<file path="src/pio_params.svh">
// Register map, field widths and reset values of the port register set
// ---------------------------------------------------------------------
// ---------------------------------------------------------------------
`ifndef PIO_PARAMS_SVH
`define PIO_PARAMS_SVH

`define PIO_NPORTS        6
`define PIO_NCELL_PORTS   3
`define PIO_PORT_C        3'h2
`define PIO_ADDR_W        8
// Port stride and register offsets inside one port's window
`define PIO_PORT_STRIDE   8'h20
`define PIO_OFS_DIN       3'h0
`define PIO_OFS_DOUT      3'h1
`define PIO_OFS_DIR       3'h2
`define PIO_OFS_DRV       3'h3
`define PIO_OFS_OEN       3'h4
`define PIO_OFS_CELL      3'h5
`define PIO_RST_DOUT      8'h00
`define PIO_RST_DIR       8'h00
`define PIO_RST_DRV       8'h00
`define PIO_RESP_OKAY     2'h0
`define PIO_RESP_SLVERR   2'h2

`endif

</file>
<file path="src/pio_pkg.sv">
// Types shared by the port register set
package pio_pkg;
  typedef struct packed {
    logic [7:0] dout;
    logic [7:0] dir;
    logic [7:0] drv;
  } pio_port_cfg_t;

  typedef struct packed {
    logic [7:0] o;
    logic [7:0] oe;
    logic [7:0] slew;
  } pio_pin_drive_t;

  typedef enum logic [1:0] {
    PIO_W_IDLE = 2'b00,
    PIO_W_RESP = 2'b01
  } pio_wr_state_t;
endpackage

</file>
<file path="src/pio_port_regs.sv">
// Configuration storage of one port with its pin driver logic
`timescale 1ns/1ps
`include "pio_params.svh"
module pio_port_regs
  import pio_pkg::*;
#(
  parameter bit IS_SLEW_PORT = 1'b0
) (
  // Clock and reset
  input  wire logic           ref_clk_i,
  input  wire logic           rst_n_i,
  // Register write
  input  wire logic           wr_i,
  input  wire logic [2:0]     wr_ofs_i,
  input  wire logic [7:0]     wr_data_i,
  // State out
  output pio_port_cfg_t       cfg_o,
  output pio_pin_drive_t      pin_o
);
  pio_port_cfg_t  cfg_q;
  pio_pin_drive_t pin_d;

  // ---------------------------------------------------------------
  // Writable registers
  // ---------------------------------------------------------------
  always_ff @(posedge ref_clk_i) begin
    if (!rst_n_i) begin
      cfg_q.dout <= `PIO_RST_DOUT;
      cfg_q.dir  <= `PIO_RST_DIR;
      cfg_q.drv  <= `PIO_RST_DRV;
    end else if (wr_i) begin
      // Offsets of read-only registers fall through untouched
      case (wr_ofs_i)
        `PIO_OFS_DOUT: cfg_q.dout <= wr_data_i;
        `PIO_OFS_DIR:  cfg_q.dir  <= wr_data_i;
        `PIO_OFS_DRV:  cfg_q.drv  <= wr_data_i;
        default: begin
        end
      endcase
    end
  end

  // ---------------------------------------------------------------
  // Pin driver
  // ---------------------------------------------------------------
  always_comb begin
    for (int i = 0; i < 8; i++) begin
      pin_d.o[i] = cfg_q.dout[i];
      if (IS_SLEW_PORT) begin
        pin_d.oe[i]   = cfg_q.dir[i];
        pin_d.slew[i] = cfg_q.drv[i];
      end else begin
        // Open drain only ever pulls low
        pin_d.oe[i]   = cfg_q.dir[i] &
                        (~cfg_q.drv[i] | ~cfg_q.dout[i]);
        pin_d.slew[i] = 1'b0;
      end
    end
  end

  assign cfg_o = cfg_q;
  assign pin_o = pin_d;
endmodule

</file>
<file path="src/pio_top.sv">
// Port register set top with AXI4-Lite slave and pin registers
`timescale 1ns/1ps
`include "pio_params.svh"
module pio_top
  import pio_pkg::*;
#(
  parameter int NPORTS = `PIO_NPORTS
) (
  // Clock and reset
  input  wire logic                     ref_clk_i,
  input  wire logic                     rst_n_i,
  // AXI4-Lite write address and data
  input  wire logic [`PIO_ADDR_W-1:0]   s_axi_awaddr_i,
  input  wire logic                     s_axi_awvalid_i,
  output logic                          s_axi_awready_o,
  input  wire logic [31:0]              s_axi_wdata_i,
  input  wire logic [3:0]               s_axi_wstrb_i,
  input  wire logic                     s_axi_wvalid_i,
  output logic                          s_axi_wready_o,
  // AXI4-Lite write response
  output logic [1:0]                    s_axi_bresp_o,
  output logic                          s_axi_bvalid_o,
  input  wire logic                     s_axi_bready_i,
  // AXI4-Lite read
  input  wire logic [`PIO_ADDR_W-1:0]   s_axi_araddr_i,
  input  wire logic                     s_axi_arvalid_i,
  output logic                          s_axi_arready_o,
  output logic [31:0]                   s_axi_rdata_o,
  output logic [1:0]                    s_axi_rresp_o,
  output logic                          s_axi_rvalid_o,
  input  wire logic                     s_axi_rready_i,
  // Port pins, index 0..5 = A,B,C,D,E,G
  input  wire logic [NPORTS-1:0][7:0]   pin_i,
  output logic [NPORTS-1:0][7:0]        pin_o,
  output logic [NPORTS-1:0][7:0]        pin_oe_o,
  output logic [7:0]                    pin_c_slew_o,
  // Input cell states of ports A,B,C
  input  wire logic [`PIO_NCELL_PORTS-1:0][7:0] input_cell_bits_i
);
  // The decode and the per-port drivers are laid out for six ports only
  if (NPORTS != `PIO_NPORTS) begin : g_nports_check
    $error("NPORTS must be 6");
  end

  // ---------------------------------------------------------------
  // Address decode
  // ---------------------------------------------------------------
  function automatic logic [2:0] port_of(input logic [7:0] a);
    port_of = a[7:5];
  endfunction

  function automatic logic [2:0] ofs_of(input logic [7:0] a);
    ofs_of = a[4:2];
  endfunction

  function automatic logic addr_ok(input logic [7:0] a);
    logic [2:0] p;
    logic [2:0] o;
    p = a[7:5];
    o = a[4:2];
    addr_ok = (a[1:0] == 2'h0) && (p < 3'(NPORTS)) &&
              (o <= `PIO_OFS_CELL) &&
              !(o >= `PIO_OFS_OEN && p > `PIO_PORT_C);
  endfunction

  // ---------------------------------------------------------------
  // Write channel
  // ---------------------------------------------------------------
  pio_wr_state_t         wst_q;
  logic                  aw_have_q;
  logic                  w_have_q;
  logic [7:0]            awaddr_q;
  logic [7:0]            wdata_q;
  logic                  wstrb0_q;
  logic                  wr_go;
  logic [NPORTS-1:0]     port_wr;

  assign wr_go = (wst_q == PIO_W_IDLE) && aw_have_q && w_have_q;

  always_ff @(posedge ref_clk_i) begin
    if (!rst_n_i) begin
      wst_q      <= PIO_W_IDLE;
      aw_have_q  <= 1'b0;
      w_have_q   <= 1'b0;
      awaddr_q   <= 8'h00;
      wdata_q    <= 8'h00;
      wstrb0_q   <= 1'b0;
      s_axi_bvalid_o <= 1'b0;
      s_axi_bresp_o  <= `PIO_RESP_OKAY;
    end else begin
      if (s_axi_awvalid_i && s_axi_awready_o) begin
        aw_have_q <= 1'b1;
        awaddr_q  <= s_axi_awaddr_i;
      end
      if (s_axi_wvalid_i && s_axi_wready_o) begin
        w_have_q <= 1'b1;
        wdata_q  <= s_axi_wdata_i[7:0];
        wstrb0_q <= s_axi_wstrb_i[0];
      end
      case (wst_q)
        PIO_W_IDLE: begin
          if (wr_go) begin
            aw_have_q      <= 1'b0;
            w_have_q       <= 1'b0;
            s_axi_bvalid_o <= 1'b1;
            s_axi_bresp_o  <= addr_ok(awaddr_q) ? `PIO_RESP_OKAY
                                                : `PIO_RESP_SLVERR;
            wst_q          <= PIO_W_RESP;
          end
        end
        PIO_W_RESP: begin
          if (s_axi_bready_i) begin
            s_axi_bvalid_o <= 1'b0;
            wst_q          <= PIO_W_IDLE;
          end
        end
        default: wst_q <= PIO_W_IDLE;
      endcase
    end
  end

  always_ff @(posedge ref_clk_i) begin
    if (!rst_n_i) begin
      s_axi_awready_o <= 1'b0;
      s_axi_wready_o  <= 1'b0;
    end else begin
      s_axi_awready_o <= !aw_have_q && !(s_axi_awvalid_i &&
                         s_axi_awready_o) && (wst_q == PIO_W_IDLE);
      s_axi_wready_o  <= !w_have_q && !(s_axi_wvalid_i &&
                         s_axi_wready_o) && (wst_q == PIO_W_IDLE);
    end
  end

  // ---------------------------------------------------------------
  // Per-port storage
  // ---------------------------------------------------------------
  pio_port_cfg_t  [NPORTS-1:0] cfg;
  pio_pin_drive_t [NPORTS-1:0] drv;

  for (genvar p = 0; p < NPORTS; p++) begin : g_port
    // Byte lane 0 carries the register; other lanes are ignored
    assign port_wr[p] = wr_go && addr_ok(awaddr_q) && wstrb0_q &&
                        (port_of(awaddr_q) == 3'(p));
    pio_port_regs #(
      .IS_SLEW_PORT (p == 2)
    ) u_regs (
      .ref_clk_i (ref_clk_i),
      .rst_n_i   (rst_n_i),
      .wr_i      (port_wr[p]),
      .wr_ofs_i  (ofs_of(awaddr_q)),
      .wr_data_i (wdata_q),
      .cfg_o     (cfg[p]),
      .pin_o     (drv[p])
    );
  end

  // ---------------------------------------------------------------
  // Pin outputs
  // ---------------------------------------------------------------
  always_ff @(posedge ref_clk_i) begin
    if (!rst_n_i) begin
      pin_o        <= '0;
      pin_oe_o     <= '0;
      pin_c_slew_o <= 8'h00;
    end else begin
      for (int p = 0; p < NPORTS; p++) begin
        pin_o[p]    <= drv[p].o;
        pin_oe_o[p] <= drv[p].oe;
      end
      pin_c_slew_o <= drv[2].slew;
    end
  end

  // ---------------------------------------------------------------
  // Read channel
  // ---------------------------------------------------------------
  function automatic logic [7:0] rd_mux(input logic [7:0] a);
    logic [2:0] p;
    p = port_of(a);
    rd_mux = 8'h00;
    if (addr_ok(a)) begin
      case (ofs_of(a))
        `PIO_OFS_DIN:  rd_mux = pin_i[p];
        `PIO_OFS_DOUT: rd_mux = cfg[p].dout;
        `PIO_OFS_DIR:  rd_mux = cfg[p].dir;
        `PIO_OFS_DRV:  rd_mux = cfg[p].drv;
        `PIO_OFS_OEN:  rd_mux = pin_oe_o[p];
        `PIO_OFS_CELL: rd_mux = input_cell_bits_i[p[1:0]];
        default:       rd_mux = 8'h00;
      endcase
    end
  endfunction

  always_ff @(posedge ref_clk_i) begin
    if (!rst_n_i) begin
      s_axi_arready_o <= 1'b0;
      s_axi_rvalid_o  <= 1'b0;
      s_axi_rdata_o   <= 32'h0000_0000;
      s_axi_rresp_o   <= `PIO_RESP_OKAY;
    end else begin
      s_axi_arready_o <= !s_axi_rvalid_o && !s_axi_arready_o;
      if (s_axi_arvalid_i && s_axi_arready_o) begin
        s_axi_arready_o <= 1'b0;
        s_axi_rvalid_o  <= 1'b1;
        s_axi_rdata_o   <= {24'h00_0000, rd_mux(s_axi_araddr_i)};
        s_axi_rresp_o   <= addr_ok(s_axi_araddr_i) ? `PIO_RESP_OKAY
                                                   : `PIO_RESP_SLVERR;
      end else if (s_axi_rvalid_o && s_axi_rready_i) begin
        s_axi_rvalid_o <= 1'b0;
      end
    end
  end

  // ---------------------------------------------------------------
  // Assertions
  // ---------------------------------------------------------------
  property p_dir_reset;
    @(posedge ref_clk_i) $rose(rst_n_i) |-> pin_oe_o == '0;
  endproperty
  a_dir_reset: assert property (p_dir_reset)
    else $error("oe after reset");

  property p_out_follows;
    @(posedge ref_clk_i) disable iff (!rst_n_i)
      port_wr[3] && ofs_of(awaddr_q) == `PIO_OFS_DOUT |->
      ##2 pin_o[3] == $past(wdata_q, 2);
  endproperty
  a_out_follows: assert property (p_out_follows)
    else $error("latch");

  property p_od_never_high;
    @(posedge ref_clk_i) disable iff (!rst_n_i)
      ##1 (cfg[0].drv[0] && cfg[0].dout[0]) |=> !pin_oe_o[0][0];
  endproperty
  a_od_never_high: assert property (p_od_never_high)
    else $error("od");

  property p_c_slew;
    @(posedge ref_clk_i) disable iff (!rst_n_i)
      1'b1 |=> pin_c_slew_o == $past(cfg[2].drv);
  endproperty
  a_c_slew: assert property (p_c_slew) else $error("slew");

  property p_oe_matches_dir;
    @(posedge ref_clk_i) disable iff (!rst_n_i)
      1'b1 |=> pin_oe_o[2] == $past(cfg[2].dir);
  endproperty
  a_oe_matches_dir: assert property (p_oe_matches_dir)
    else $error("oe c");

  property p_ro_write;
    @(posedge ref_clk_i) disable iff (!rst_n_i)
      wr_go && ofs_of(awaddr_q) == `PIO_OFS_DIN |=> $stable(cfg);
  endproperty
  a_ro_write: assert property (p_ro_write) else $error("ro write");

  property p_din_read;
    @(posedge ref_clk_i) disable iff (!rst_n_i)
      s_axi_arvalid_i && s_axi_arready_o && s_axi_araddr_i == 8'h00 |=>
      s_axi_rdata_o[7:0] == $past(pin_i[0]);
  endproperty
  a_din_read: assert property (p_din_read) else $error("din");

  property p_cell_read;
    @(posedge ref_clk_i) disable iff (!rst_n_i)
      s_axi_arvalid_i && s_axi_arready_o && s_axi_araddr_i == 8'h34 |=>
      s_axi_rdata_o[7:0] == $past(input_cell_bits_i[1]);
  endproperty
  a_cell_read: assert property (p_cell_read) else $error("cell");

  property p_oen_read;
    @(posedge ref_clk_i) disable iff (!rst_n_i)
      s_axi_arvalid_i && s_axi_arready_o && s_axi_araddr_i == 8'h10 |=>
      s_axi_rdata_o[7:0] == $past(pin_oe_o[0]);
  endproperty
  a_oen_read: assert property (p_oen_read) else $error("oen");

  property p_bresp_bound;
    @(posedge ref_clk_i) disable iff (!rst_n_i)
      wr_go |=> s_axi_bvalid_o;
  endproperty
  a_bresp_bound: assert property (p_bresp_bound)
    else $error("bvalid");

  c_write: cover property (@(posedge ref_clk_i) wr_go);
  c_read: cover property (@(posedge ref_clk_i)
    s_axi_rvalid_o && s_axi_rready_i);
  c_od: cover property (@(posedge ref_clk_i) cfg[0].drv[0] && cfg[0].dir[0]);
  c_slew: cover property (@(posedge ref_clk_i) pin_c_slew_o != 8'h00);
endmodule

</file>
<file path="config.mk">
export PLATFORM = sky130hd
export DESIGN_NAME = pio_top
export DESIGN_NICKNAME = d
export VERILOG_FILES = /design/src/pio_pkg.sv /design/src/pio_port_regs.sv /design/src/pio_top.sv
export VERILOG_INCLUDE_DIRS = /design/src
export SDC_FILE = /design/constraint.sdc
export NUM_CORES = 1
export LEC_CHECK = 0
export BUFFER_PORTS_ARGS = -buffer_cell sky130_fd_sc_hd__buf_2
export CAP_MARGIN = 40
export CORE_MARGIN = 2
export CORE_UTILIZATION = 35
export CTS_CLUSTER_DIAMETER = 120
export DETAILED_ROUTE_END_ITERATION = 8
export PLACE_DENSITY_LB_ADDON = 0.15
export SYNTH_ARGS = -nofsm -noshare
export SYNTH_HDL_FRONTEND = slang
export SYNTH_SLANG_ARGS = --single-unit
</file>
<file path="constraint.sdc">
create_clock -name ref_clk_i -period 2.4 [get_ports ref_clk_i]
set_clock_uncertainty 0.05 [all_clocks]
set_input_delay 0.72 -clock ref_clk_i [delete_from_list [all_inputs] [get_ports ref_clk_i]]
set_output_delay 0.72 -clock ref_clk_i [all_outputs]
set_load 0.02 [all_outputs]
</file>
Yosys cells after proc, flatten, opt, wreduce, memory -nomap -nowiden. Index checks and enable logic that the tools add are counted.

Register bits after elaboration: 286. Bits in writable memories: 0. Memories kept: 0. Latch bits: 0. Bits in read-only memories: 0. Logic and storage cells: 322. Bits of input ports: 131. Output and inout bits: 145.

Equal/unequal tests: 16. Bitwise logic cells: 161. Div/mod/pow operators: 0. Multipliers: 0. Shift-type cells: 0. Multiplexer cells: 26. Magnitude comparators: 10. Reductions and logical operators: 64. Add/subtract/negate cells: 0.

Operators by type and width (count): 1-bit inverter (81); 24-bit binary-select mux with 3-bit select (1); 8-bit binary-select mux with 3-bit select (2); 8-bit case mux with 6 select lines (1); 1-bit bitwise AND (40); 1-bit OR (40); 2-bit AND reduction (20); 8-bit 2-to-1 mux (4); 1-bit logical AND (27); 24-bit 2-to-1 mux (1); 3-bit by 2-bit equality test with 1-bit output, second input constant (6); 8-bit binary-select mux with 2-bit select (1); 3-bit equality test, second input constant (4); 1-bit 2-to-1 mux (10); 3-bit by 1-bit equality test with 1-bit output, second input constant (3); 1-bit zero test (8); 2-bit 2-to-1 mux (4); 3-bit >= comparator, second input constant (2); 3-bit by 2-bit greater-than comparator with 1-bit output, second input constant (2); 3-bit less-or-equal comparator, second input constant (2); 2-bit zero test (3); 3-bit zero test (2); 3-bit < comparator, second input constant (2); 3-bit by 4-bit < comparator with 1-bit output, second input constant (1); 8 further kinds (10).

Logic depth before layout (Yosys ltp). Gate-level depths: netlist of run 1.

Word-level depth: 8. Gate-level depth with buffers: 8.

Cells and area by module. Synthesis of run 1 repeated with hierarchy kept, for this count alone.

Cell total of the unflattened synthesis: 1352. Area total of the unflattened synthesis: 13342.8 um^2.

Modules (own cells, without submodules): pio_top (instances 1, area each 6755.2 um^2, cells an instance 669, seq. area each 2762.6 um^2); pio_port_regs (g_port[0].u_regs ...) (instances 5, area each 1098.6 um^2, cells an instance 114, seq. area each 480.5 um^2); pio_port_regs (g_port[2].u_regs) (instances 1, area each 1094.8 um^2, cells an instance 113, seq. area each 480.5 um^2).

Worst setup path before layout of run 1. No wires, ideal clock.

Path kind: input port to flip-flop. Start: input port s_axi_araddr_i[6]. End: register s_axi_rdata_o[7]. Stages: 8. Buffers on the path: 3. Arrival time: 2.109 ns. Path slack: 0.116 ns. Setup time: 0.126 ns. Cell sequence: buf_2 > buf_4 > buf_2 > mux2_2 > a221oi_1 > nor2_1 > o21ai_0 > a31oi_1.

Word-level cells in the longest chain between the ends: 5. Elaborated cells between the ends (all ways): 17. Those cells by class: order compare: 2; mux: 10; reduce/logical: 5.

Ends and longest elaborated chain: start: declaration (line pio_top.sv:25) `` input wire logic [`PIO_ADDR_W-1:0] s_axi_araddr_i, ``; parallel branches: the longest is 4 deep, another holds 8-bit binary-select mux with 3-bit select; 8-bit 2-to-1 mux * (line pio_top.sv:181) `if (addr_ok(a)) begin`; end signal: assignment (line pio_top.sv:205) `s_axi_rdata_o <= {24'h00_0000, rd_mux(s_axi_araddr_i)};`; end: declaration (line pio_top.sv:28) `output logic [31:0] s_axi_rdata_o,`.

Mark *: on every way between the ends. The select of a mux whose other input is x is not followed. A chain may end at the register's enable or synchronous reset.

==> results of run 1 <==
[state kept, by name (all words and copies together), names as in the netlist, 8 cells and up]
signal / flops
g_port.u_regs.cfg_o: 144
pin_o: 48
awaddr_q: 8
pin_c_slew_o: 8
pin_oe_o: 48
wdata_q: 8
s_axi_rdata_o: 8
[where the power goes]
| group | switching (W) | internal (W) |
|---|---|---|
| registers | 0.0000368 | 0.00471 |
| clock network | 0.00193 | 0.00285 |
| logic | 0.000420 | 0.000320 |
[tightest hold or removal path, cell delays in order]
cell      delay [ps]
buf_2             90
nand2_1           40
a21boi_0          60
[logic make-up (layout without fill, tap and decap cells)]
logic type	after synthesis	count (layout)
and+or+nand+nor	383	383
buffers and inverters	148	422
other	1	26
muxes	222	222
DFF	282	282
AOI/OAI and AO/OA	232	232
[routing by layer]
metal	part of all wire	global-route usage	vias up	wire length [um]
met4	0.027	0.0638	0	1090
li1	-	-	4903	-
met5	0	0	-	0
met1	0.44	0.273	4735	17300
met3	0.055	0.0294	70	2170
met2	0.48	0.368	308	19000
[placed cells by master, fill, tap and decap left out, drive strengths merged, types with 2 or more instances in the layout]
cell type / count
inv: 36
a32oi: 3
a21oi: 69
conb: 26
nor3: 4
nor2b: 103
and4b: 2
a41oi: 4
clkinv: 4
and3b: 2
mux2i: 195
a22oi: 13
buf: 333
bufinv: 2
o22ai: 10
mux2: 17
a21o: 2
and3: 4
a31oi: 7
nand4: 4
o21ai: 61
a221oi: 2
nand3b: 3
a221o: 2
o311a: 2
a211oi: 11
nand2b: 7
clkbuf: 47
a21boi: 22
nand2: 156
mux4: 10
and2: 42
dfxtp: 282
nand3: 18
nor3b: 6
nor4: 2
nor2: 24
o2bb2ai: 17
o2111a: 3
[Yosys cell counts (8+ instances only)]
| master | instances |
|---|---|
| dfxtp_1 | 282 |
| mux2i_1 | 195 |
| nand2_1 | 156 |
| nor2b_1 | 103 |
| a21oi_1 | 69 |
| o21ai_0 | 60 |
| clkbuf_1 | 53 |
| and2_1 | 42 |
| inv_1 | 35 |
| buf_4 | 28 |
| buf_2 | 23 |
| a21boi_0 | 22 |
| nor2_1 | 22 |
| mux2_2 | 17 |
| o2bb2ai_1 | 17 |
| nand3_1 | 14 |
| a22oi_1 | 13 |
| a211oi_1 | 11 |
| mux4_2 | 10 |
| o22ai_1 | 10 |
| buf_1 | 8 |
[area by class of cell]
class | count | area [um2] | area share
multi-input combinational | 863 | 5950 | 0.387
sequential | 282 | 5650 | 0.367
timing repair buffer | 333 | 2060 | 0.134
clock buffer | 47 | 926 | 0.0602
tap | 455 | 569 | 0.0370
inverter | 36 | 135 | 0.00878
clock inverter | 6 | 95.1 | 0.00618
[final timing paths]
path              cells past startpoint                   endpoint                       start
setup / recovery                      5  g_port[1].u_regs.cfg_o[6]              s_axi_bvalid_o
hold reg to reg                       2                pin_oe_o[3]  g_port[0].u_regs.cfg_o[11]
hold / removal                        3                awaddr_q[6]           s_axi_awaddr_i[6]
setup reg to reg                      5  g_port[1].u_regs.cfg_o[6]              s_axi_bvalid_o
[per-stage QoR]
| step | utilization | setup TNS [ps] | hold slack [ps] | instances |
|---|---|---|---|---|
| 3_3_place_gp | 0.417 | -238 | 387 | 1969 |
| 6_report | 0.447 | 0 | 339 | 2022 |
| 2_1_floorplan | - | 0 | 363 | 1293 |
| 4_1_cts | 0.447 | 0 | 327 | 2022 |
| 5_1_grt | 0.447 | 0 | 350 | 2022 |
| 3_5_place_dp | 0.417 | -397 | 386 | 1969 |
==> metrics.md, run 1 <==
| Metric | Value |
|---|---|
| Pin count of the biggest net entering global routing | 78 |
| Final WS setup | ~270 ps |
| CTS tree | done |
| Worst path cell trace | and4b_1, and4b_1, nand3_2, mux2i_1, nor2b_1 |
| Max clock buf depth | 3 |
| Total Wirelength | 39600 um |
| CP max stage cell | and4b_1 |
| Async SR Flop Fraction | 0 |
| PortBufs | between 200 and 250 |
| CP top delay family | simple AND/OR/NAND/NOR gates |
| Max-cap check violation count | 0 |
| Via count | 10000 |
| R2R setup slack | 270 ps |
| Post-Synth Simple-Gate Area | 0.166 |
| Worst skew pair latency | roughly 570 ps |
| GRT Total Usage | 0.212 |
| Startpoint Class | register |
| Flip-flop and latch count after synthesis | 282 |
| Final Power | roughly 0.010 W |
| Total congestion overflow | 0 |
| Die H | around 190 um |
| Count of final setup violators | 0 |
| CTS root buf | clkbuf_16 |
| Core Region | 34500 um2 |
| 1st-iter DRT viols | roughly 550 |
| Fillers | approximately 3500 |
| Largest family of logic cells by synthesized area | multiplexers |
| XOR/XNOR Fraction of Synth Area | 0 |
| Die width | roughly 190 um |
| Detail Placement HPWL | ~30000 um |
| Post-synthesis mux area share | 0.194 |
| Floorplan row count | 68 |
| Outcome | complete, no violations |
| Mapped Area | ~12000 um2 |
| Synth Area per Inst | between 9 and 10 um2 |
| Worst-margin pin slew | around 530 ps |
| Post-DP Area | roughly 14000 um2 |
| EDFF count, synth | 0 |
| Post-route ant nets | 0 |
| # DRC | 0 |
| Power Density | around 670 nW/um2 |
| Synthesis-to-layout area growth | 26.2% |
| Hold Crit Class | in -> reg |
| H-Tree Depth | 1 |
| Crit path arrival time | ~2500 ps |
| CP endpoint kind | register |
| Global-route wire length before repair | around 58000 um |
| Worst stage delay on the critical path | ~530 ps |
| Post-Syn Instances | approximately 1300 |
| Wire per inst | between 15 and 20 um |
| CP most frequent cell | and4b_1 |
| Share of cells above drive strength 1 | 0.269 |
| Hold Fails Final Rpt | 0 |
| Die Footprint | about 36000 um2 |
| Initial Utilization | 0.354 |
| Leakage | roughly 7.2 nW |
| Diodes inserted | 0 |
| Gpl congestion | around 0.9 |
| Sink Count | ~280 |
| Pre-CTS WS | -78.5 ps |
| RSZ-0062 raised after global routing | no |
| Final-stage net count | between 1500 and 2000 |
| Top area cells in the synthesized netlist | dfxtp_1, mux2i_1, nor2b_1 |
| Share of the synthesized area in the top cell type | 0.463 |
| Max Freq | around 470 MHz |
| Adder-Cell Fraction of Synth Area | 0 |
| Ys flop type | dfxtp_1 |
| Max-slew violations | 0 |
| Share of the clock period used by the worst path | 0.888 |
| Final min period | approximately 2100 ps |
| Post-synth cell types | 54 |
| IO Count | roughly 280 |
| Avg Vias per Cell | between 4 and 5 |
| Rel. slew slack | 0.641 |
| Hold buffer count at cts | 0 |
| Seq/Total Area, Yosys | 0.463 |
| CTS clk-pin slew, worst paths | 60 ps |
| CTS buffer count | 31 |
| Synth warn | 0 |
| Number of setup buffers added after CTS | 0 |
| Cell taking the most area after synthesis | dfxtp_1 |
| WP data required | approximately 2800 ps |
| Design area | between 15000 and 20000 um2 |
| Crit path kind | reg -> reg |
| Antenna violations before repair | 0 |
| # resized after CTS | 0 |
| VDD IR max | approximately 0.00057 V |
| Post-synthesis compound-gate area fraction | 0.120 |
| Max Fanout on Critical Path | 10 |
| Drt first pass iters | 5 |
| WP buf/inv | 0 |
| Vias in the first global route | about 9800 |
Note: power is estimated with default switching activity, not from simulation.
==> run 2, diff against run 1 <==
--- a/config.mk
+++ b/config.mk
@@ -7,12 +7,12 @@
 export NUM_CORES = 1
 export LEC_CHECK = 0
 export BUFFER_PORTS_ARGS = -buffer_cell sky130_fd_sc_hd__buf_2
-export CAP_MARGIN = 40
+export CAP_MARGIN = 20
 export CORE_MARGIN = 2
-export CORE_UTILIZATION = 35
+export CORE_UTILIZATION = 49
 export CTS_CLUSTER_DIAMETER = 120
 export DETAILED_ROUTE_END_ITERATION = 8
-export PLACE_DENSITY_LB_ADDON = 0.15
+export PLACE_DENSITY = 0.76
 export SYNTH_ARGS = -nofsm -noshare
 export SYNTH_HDL_FRONTEND = slang
 export SYNTH_SLANG_ARGS = --single-unit
==> run 2 against run 1 <==
Against the previous run: non-clock buffer count is 16 lower; power is 4.0% lower; critical endpoint is now g_port[2].u_regs.cfg_o[9]; largest cell class unchanged; flip-flop and latch count stayed put; design area is 2.4% lower; highest routed layer unchanged; sequential share of layout area is 0.91 points higher; largest power group is now registers; final cell count is 7.4% lower; sequential power hardly changed; die area is 28% lower; routed wire length is 8.4% lower; via count is 1.3% higher.
==> metrics.md, run 2 (same netlist as run 1, synthesis figures left out) <==
| Metric | Value |
|---|---|
| Multi-input logic area | 5950 um2 (unchanged) |
| Design area | 15000 um2 (-2.4%) |
| Hold Crit Class | in -> reg |
| Core Region | 24400 um2 (-29%) |
| Max Fanout on Critical Path | 8 (-2) |
| Crit path from | s_axi_bvalid_o |
| Die Footprint | 26200 um2 (-28%) |
| Share of the clock period used by the worst path | 0.889 (+0.000980) |
| Antenna violations before repair | 0 (unchanged) |
| Switching power total | 0.00229 W (-4.3%) |
| IO Count | 276 (unchanged) |
| Leakage | 7.03 nW (-1.7%) |
| Diodes inserted | 0 (unchanged) |
| Hold_ws | 364 ps (+24.3 ps) |
| Clock Power Share | 0.447 (-0.019) |
| RSZ-0062 raised after global routing | no |
| Max-cap check violation count | 0 (unchanged) |
| Crit path arrival time | 2560 ps (+30 ps) |
| 1st-iter DRT viols | 859 (+56%) |
| Layout Utilization | 0.616 (+0.169) |
| Share of cells above drive strength 1 | 0.259 (-0.00979) |
| Max clock buf depth | 3 (unchanged) |
| VDD IR max | 0.000556 V (-2.8%) |
| Pre-CTS WS | -126 ps (-47.1 ps) |
| Die width | 162 um (-15%) |
| Synthesis-to-layout area growth | 23.1% |
| Most frequent cells in the layout | dfxtp_1, buf_2, mux2i_1 |
| Final min period | 2130 ps (+2.35 ps) |
| Reg2reg start | s_axi_bvalid_o |
| CP endpoint kind | register |
| Int Power | 0.00757 W (-3.9%) |
| Commonest non-fill, non-tap cell in the layout | dfxtp_1 |
| Worst-margin pin slew | 677 ps (+142 ps) |
| Vias in the first global route | 9822 (+0.67%) |
| Flop pwr share | 0.482 (+0.020) |
| Wire per inst | 19.3 um (-1.1%) |
| Pin count of the biggest net entering global routing | 49 (-37%) |
| CTS root buf | clkbuf_16 |
| HP Start | s_axi_awaddr_i[0] |
| # DRC | 0 (unchanged) |
| Outcome | complete, no violations |
| CTS buffer count | 29 (-6.5%) |
| Final-stage net count | 1660 (-1.1%) |
| Via count | 10200 (+1.3%) |
| Post-route ant nets | 0 (unchanged) |
| Hold Fails Final Rpt | 0 (unchanged) |
| H-Tree Depth | 1 (unchanged) |
| M3 GR Usage | 0.0439 (+0.0145) |
| CTS clk-pin slew, worst paths | 60 ps (about the same) |
| Met2 usage | 0.481 (+0.112) |
| Gr busiest metal | met2 |
| Final WS setup | 266 ps (-2.35 ps) |
| PortBufs | 222 (unchanged) |
| Startpoint Class | register |
| Sink Count | 282 (unchanged) |
| Die H | 162 um (-15%) |
| Worst skew pair latency | 560 ps (about the same) |
| Gpl congestion | 0.917 (+1.7%) |
| Detail Placement HPWL | 27500 um (-9.3%) |
| Initial Utilization | 0.500 (+0.146) |
| Total Wirelength | 36200 um (-8.4%) |
| Max Freq | 469 MHz (-0.11%) |
| Post-DP Area | 14100 um2 (-2.0%) |
| Rel. slew slack | 0.548 (-0.0927) |
| Max-slew violations | 0 (unchanged) |
| Number of setup buffers added after CTS | 0 (unchanged) |
| Net Sw Frac | 0.232 (-0.000646) |
| CTS tree | done |
| Count of final setup violators | 0 (unchanged) |
| Crit path kind | reg -> reg |
| FF+latch area | 5650 um2 (unchanged) |
| Drt first pass iters | 5 (unchanged) |
| Avg Vias per Cell | 5.42 (+9.4%) |
| Global-route wire length before repair | 54700 um (-6.3%) |
| Power Density | 656 nW/um2 (-1.6%) |
| Comb pwr share | 0.071 (about the same) |
| Total congestion overflow | 0 (unchanged) |
| Global Route met1 Usage | 0.329 (+0.0557) |
| # resized after CTS | 0 (unchanged) |
| Floorplan row count | 57 (-16%) |
| Hold buffer count at cts | 0 (unchanged) |
| Number of flip-flops in the largest register | 144 (unchanged) |
| WP data required | 2830 ps (+30 ps) |
| Final Power | 0.00986 W (-4.0%) |
| Fillers | 2046 (-41%) |
| GRT Total Usage | 0.267 (+0.0550) |
run 2: per-layer routing:
layer  vias to the layer above  wire (um)
met3                        63       2630
li1                       4869          -
met1                      4789      14600
met2                       430      18000
met5                         -          0
met4                         0       1050
run 2: cell type report:
type                    count  area share
multi-input cells         863       0.396
flip-flops and latches    282       0.376
repair buffers            317       0.129
clock buffers              45      0.0570
well taps                 324      0.0270
inverters                  36     0.00900
clock inverters             6     0.00508
run 2: stage by stage:
stage               cells  TNS (ps)
floorplan            1293         0
global placement     1822      -222
detailed placement   1822      -371
CTS                  1873         0
global route         1873         0
finish               1873         0
run 2: path summary, 6_finish.rpt:
| kind | depth (start not counted) | endpoint | slack (ps) |
|---|---|---|---|
| worst min register to register | 2 | pin_oe_o[7] | 400 |
| worst max register to register | 5 | g_port[2].u_regs.cfg_o[9] | 270 |
| worst max-delay path | 5 | g_port[2].u_regs.cfg_o[9] | 270 |
| worst min-delay path | 3 | awaddr_q[0] | 360 |
run 2: worst max-delay path, stage by stage (launching register included):
cell and delay [ps]:
dfxtp_1 340, and4b_1 290, nand3_2 170, or4_4 560, nor2_4 370, mux2i_1 260
run 2: power groups by stage:
| stage | registers [W] | clock network [W] | logic (W) |
|---|---|---|---|
| after floorplan | 0.00484 | 0 | 0.000431 |
| after global placement | 0.00485 | 0 | 0.000681 |
| after detailed placement | 0.00485 | 0 | 0.000689 |
| after CTS | 0.00475 | 0.00444 | 0.000693 |
| after global routing | 0.00475 | 0.00467 | 0.000751 |
| final | 0.00475 | 0.00441 | 0.000701 |
==> run 3, diff against run 2 <==
--- a/config.mk
+++ b/config.mk
@@ -10,7 +10,9 @@
 export CAP_MARGIN = 20
 export CORE_MARGIN = 2
 export CORE_UTILIZATION = 49
+export CTS_BUF_LIST = sky130_fd_sc_hd__clkbuf_16
 export CTS_CLUSTER_DIAMETER = 120
+export CTS_CLUSTER_SIZE = 20
 export DETAILED_ROUTE_END_ITERATION = 8
 export PLACE_DENSITY = 0.76
 export SYNTH_ARGS = -nofsm -noshare
==> run 3 against run 2 <==
Against the previous run: critical path depth did not move; critical endpoint unchanged; sequential share of layout area rose by 1.1 points; final cell count fell by 1.7%; clock power fell by 32%; power fell by 15%; global-route usage fell by 0.33 points; first-iteration DRC count fell by 9.9%; design area fell by 3.0%; flip-flop and latch count did not move.
==> metrics.md, run 3 (same netlist as run 1, synthesis figures left out) <==
| Metric | Value |
|---|---|
| Hold buffer count at cts | 0 (unchanged) |
| Core Region | 24400 um2 (unchanged) |
| Antenna violations before repair | 0 (unchanged) |
| Hold Fails Final Rpt | 0 (unchanged) |
| 1st-iter DRT viols | 774 (-9.9%) |
| Max-slew violations | 0 (unchanged) |
| M3 GR Usage | 0.0401 (-0.00383) |
| Met2 usage | 0.480 (-0.00117) |
| Worst skew pair latency | 530 ps (-30 ps) |
| Global-route wire length before repair | 53900 um (-1.4%) |
| Gpl congestion | 0.917 (unchanged) |
| Max-cap check violation count | 0 (unchanged) |
| Max Freq | 460 MHz (-1.8%) |
| PortBufs | 222 (unchanged) |
| Share of cells above drive strength 1 | 0.250 (-0.00921) |
| Avg Vias per Cell | 5.41 (-0.14%) |
| Outcome | complete, no violations |
| Post-DP Area | 14100 um2 (unchanged) |
| WP data required | 2790 ps (-40 ps) |
| Sink Count | 282 (unchanged) |
| Startpoint Class | register |
| Most frequent cells in the layout | dfxtp_1, buf_2, mux2i_1 |
| Crit path arrival time | 2560 ps (about the same) |
| CTS tree | done |
| Total congestion overflow | 0 (unchanged) |
| CP endpoint kind | register |
| Design area | 14600 um2 (-3.0%) |
| Hold_ws | 396 ps (+32.4 ps) |
| Detail Placement HPWL | 27500 um (unchanged) |
| # DRC | 0 (unchanged) |
| CTS clk-pin slew, worst paths | 80 ps (+20 ps) |
| Placed insts | 1822 (unchanged) |
| Final-stage net count | 1649 (-0.66%) |
| Hold Crit Class | in -> reg |
| Crit path kind | reg -> reg |
| VDD IR max | 0.000577 V (+3.6%) |
| Rel. slew slack | 0.550 (+0.00158) |
| Final Power | 0.00842 W (-15%) |
| RSZ-0062 raised after global routing | no |
| Die Footprint | 26200 um2 (unchanged) |
| CTS root buf | clkbuf_16 |
| Count of final setup violators | 0 (unchanged) |
| Global Route met1 Usage | 0.327 (-0.00216) |
| Die width | 162 um (unchanged) |
| Diodes inserted | 0 (unchanged) |
| Synthesis-to-layout area growth | 19.5% |
| Worst stage delay on the critical path | 560 ps (about the same) |
| Post-route ant nets | 0 (unchanged) |
| Commonest non-fill, non-tap cell in the layout | dfxtp_1 |
| Gr busiest metal | met2 |
| Max Fanout on Critical Path | 8 (unchanged) |
| Drt first pass iters | 5 (unchanged) |
| # resized after CTS | 0 (unchanged) |
| Worst-margin pin slew | 674 ps (-2.36 ps) |
| Vias in the first global route | 9550 (-2.8%) |
| CTS buffer count | 18 (-38%) |
| Max clock buf depth | 3 (unchanged) |
| Share of the clock period used by the worst path | 0.905 (+0.0159) |
| Final min period | 2170 ps (+38.3 ps) |
| Leakage | 6.81 nW (-3.2%) |
| Number of flip-flops in the largest register | 144 (unchanged) |
| Number of setup buffers added after CTS | 0 (unchanged) |
| IO Count | 276 (unchanged) |
| CP max stage cell | or4_4 |
| Worst path cell trace | and4b_1, nand3_2, or4_4, nor2_4, mux2i_1 |
| Initial Utilization | 0.500 (unchanged) |
| Power Density | 578 nW/um2 (-12%) |
| Wire per inst | 19.4 um (+0.16%) |
| Die H | 162 um (unchanged) |
| Floorplan row count | 57 (unchanged) |
| Pin count of the biggest net entering global routing | 49 (unchanged) |
| Final cell count without fillers | 1842 (-1.7%) |
| Total Wirelength | 35700 um (-1.5%) |
| GRT Total Usage | 0.264 (-0.00326) |
| H-Tree Depth | 1 (unchanged) |
| Via count | 9969 (-1.8%) |
[run 3: final cells by class]
cell class | count | area (um2)
Fill cell | 2114 | 9820
Multi-Input combinational cell | 863 | 5950
Sequential cell | 282 | 5650
Timing Repair Buffer | 317 | 1940
Clock buffer | 18 | 450
Tap cell | 324 | 405
Inverter | 36 | 135
Clock inverter | 2 | 36.3
[run 3: worst max-delay path, delay by kind of cell (launching register included)]
kind          cells  cell delay (ps)
simple gates      4             1390
mux               1              290
flops             1              350
[run 3: metal layers]
layer	up-vias	share of wire
met5	-	0
met4	0	0.025
met3	62	0.069
met2	385	0.50
met1	4708	0.41
li1	4814	-
[run 3: path summary, 6_finish.rpt]
path                                   start                        end  slack (ps)  cells after the start
setup / recovery              s_axi_bvalid_o  g_port[2].u_regs.cfg_o[9]         230                      5
hold / removal             s_axi_awaddr_i[4]                awaddr_q[4]         400                      3
setup reg to reg              s_axi_bvalid_o  g_port[2].u_regs.cfg_o[9]         230                      5
hold reg to reg   g_port[3].u_regs.cfg_o[12]               pin_oe_o[28]         400                      2
[run 3: report_power, final]
| group | switching (W) | internal (W) |
|---|---|---|
| clock | 0.00160 | 0.00137 |
| sequential | 0.0000447 | 0.00470 |
| combinational | 0.000395 | 0.000304 |
| total | 0.00204 | 0.00638 |
[run 3: through the flow]
stage	worst slack [ps]	util	TNS, ps
after CTS	226	0.597	0
after global routing	133	0.597	0
after floorplan	116	-	0
final	228	0.597	0
after detailed placement	-126	0.577	-371
after global placement	-95.6	0.577	-222
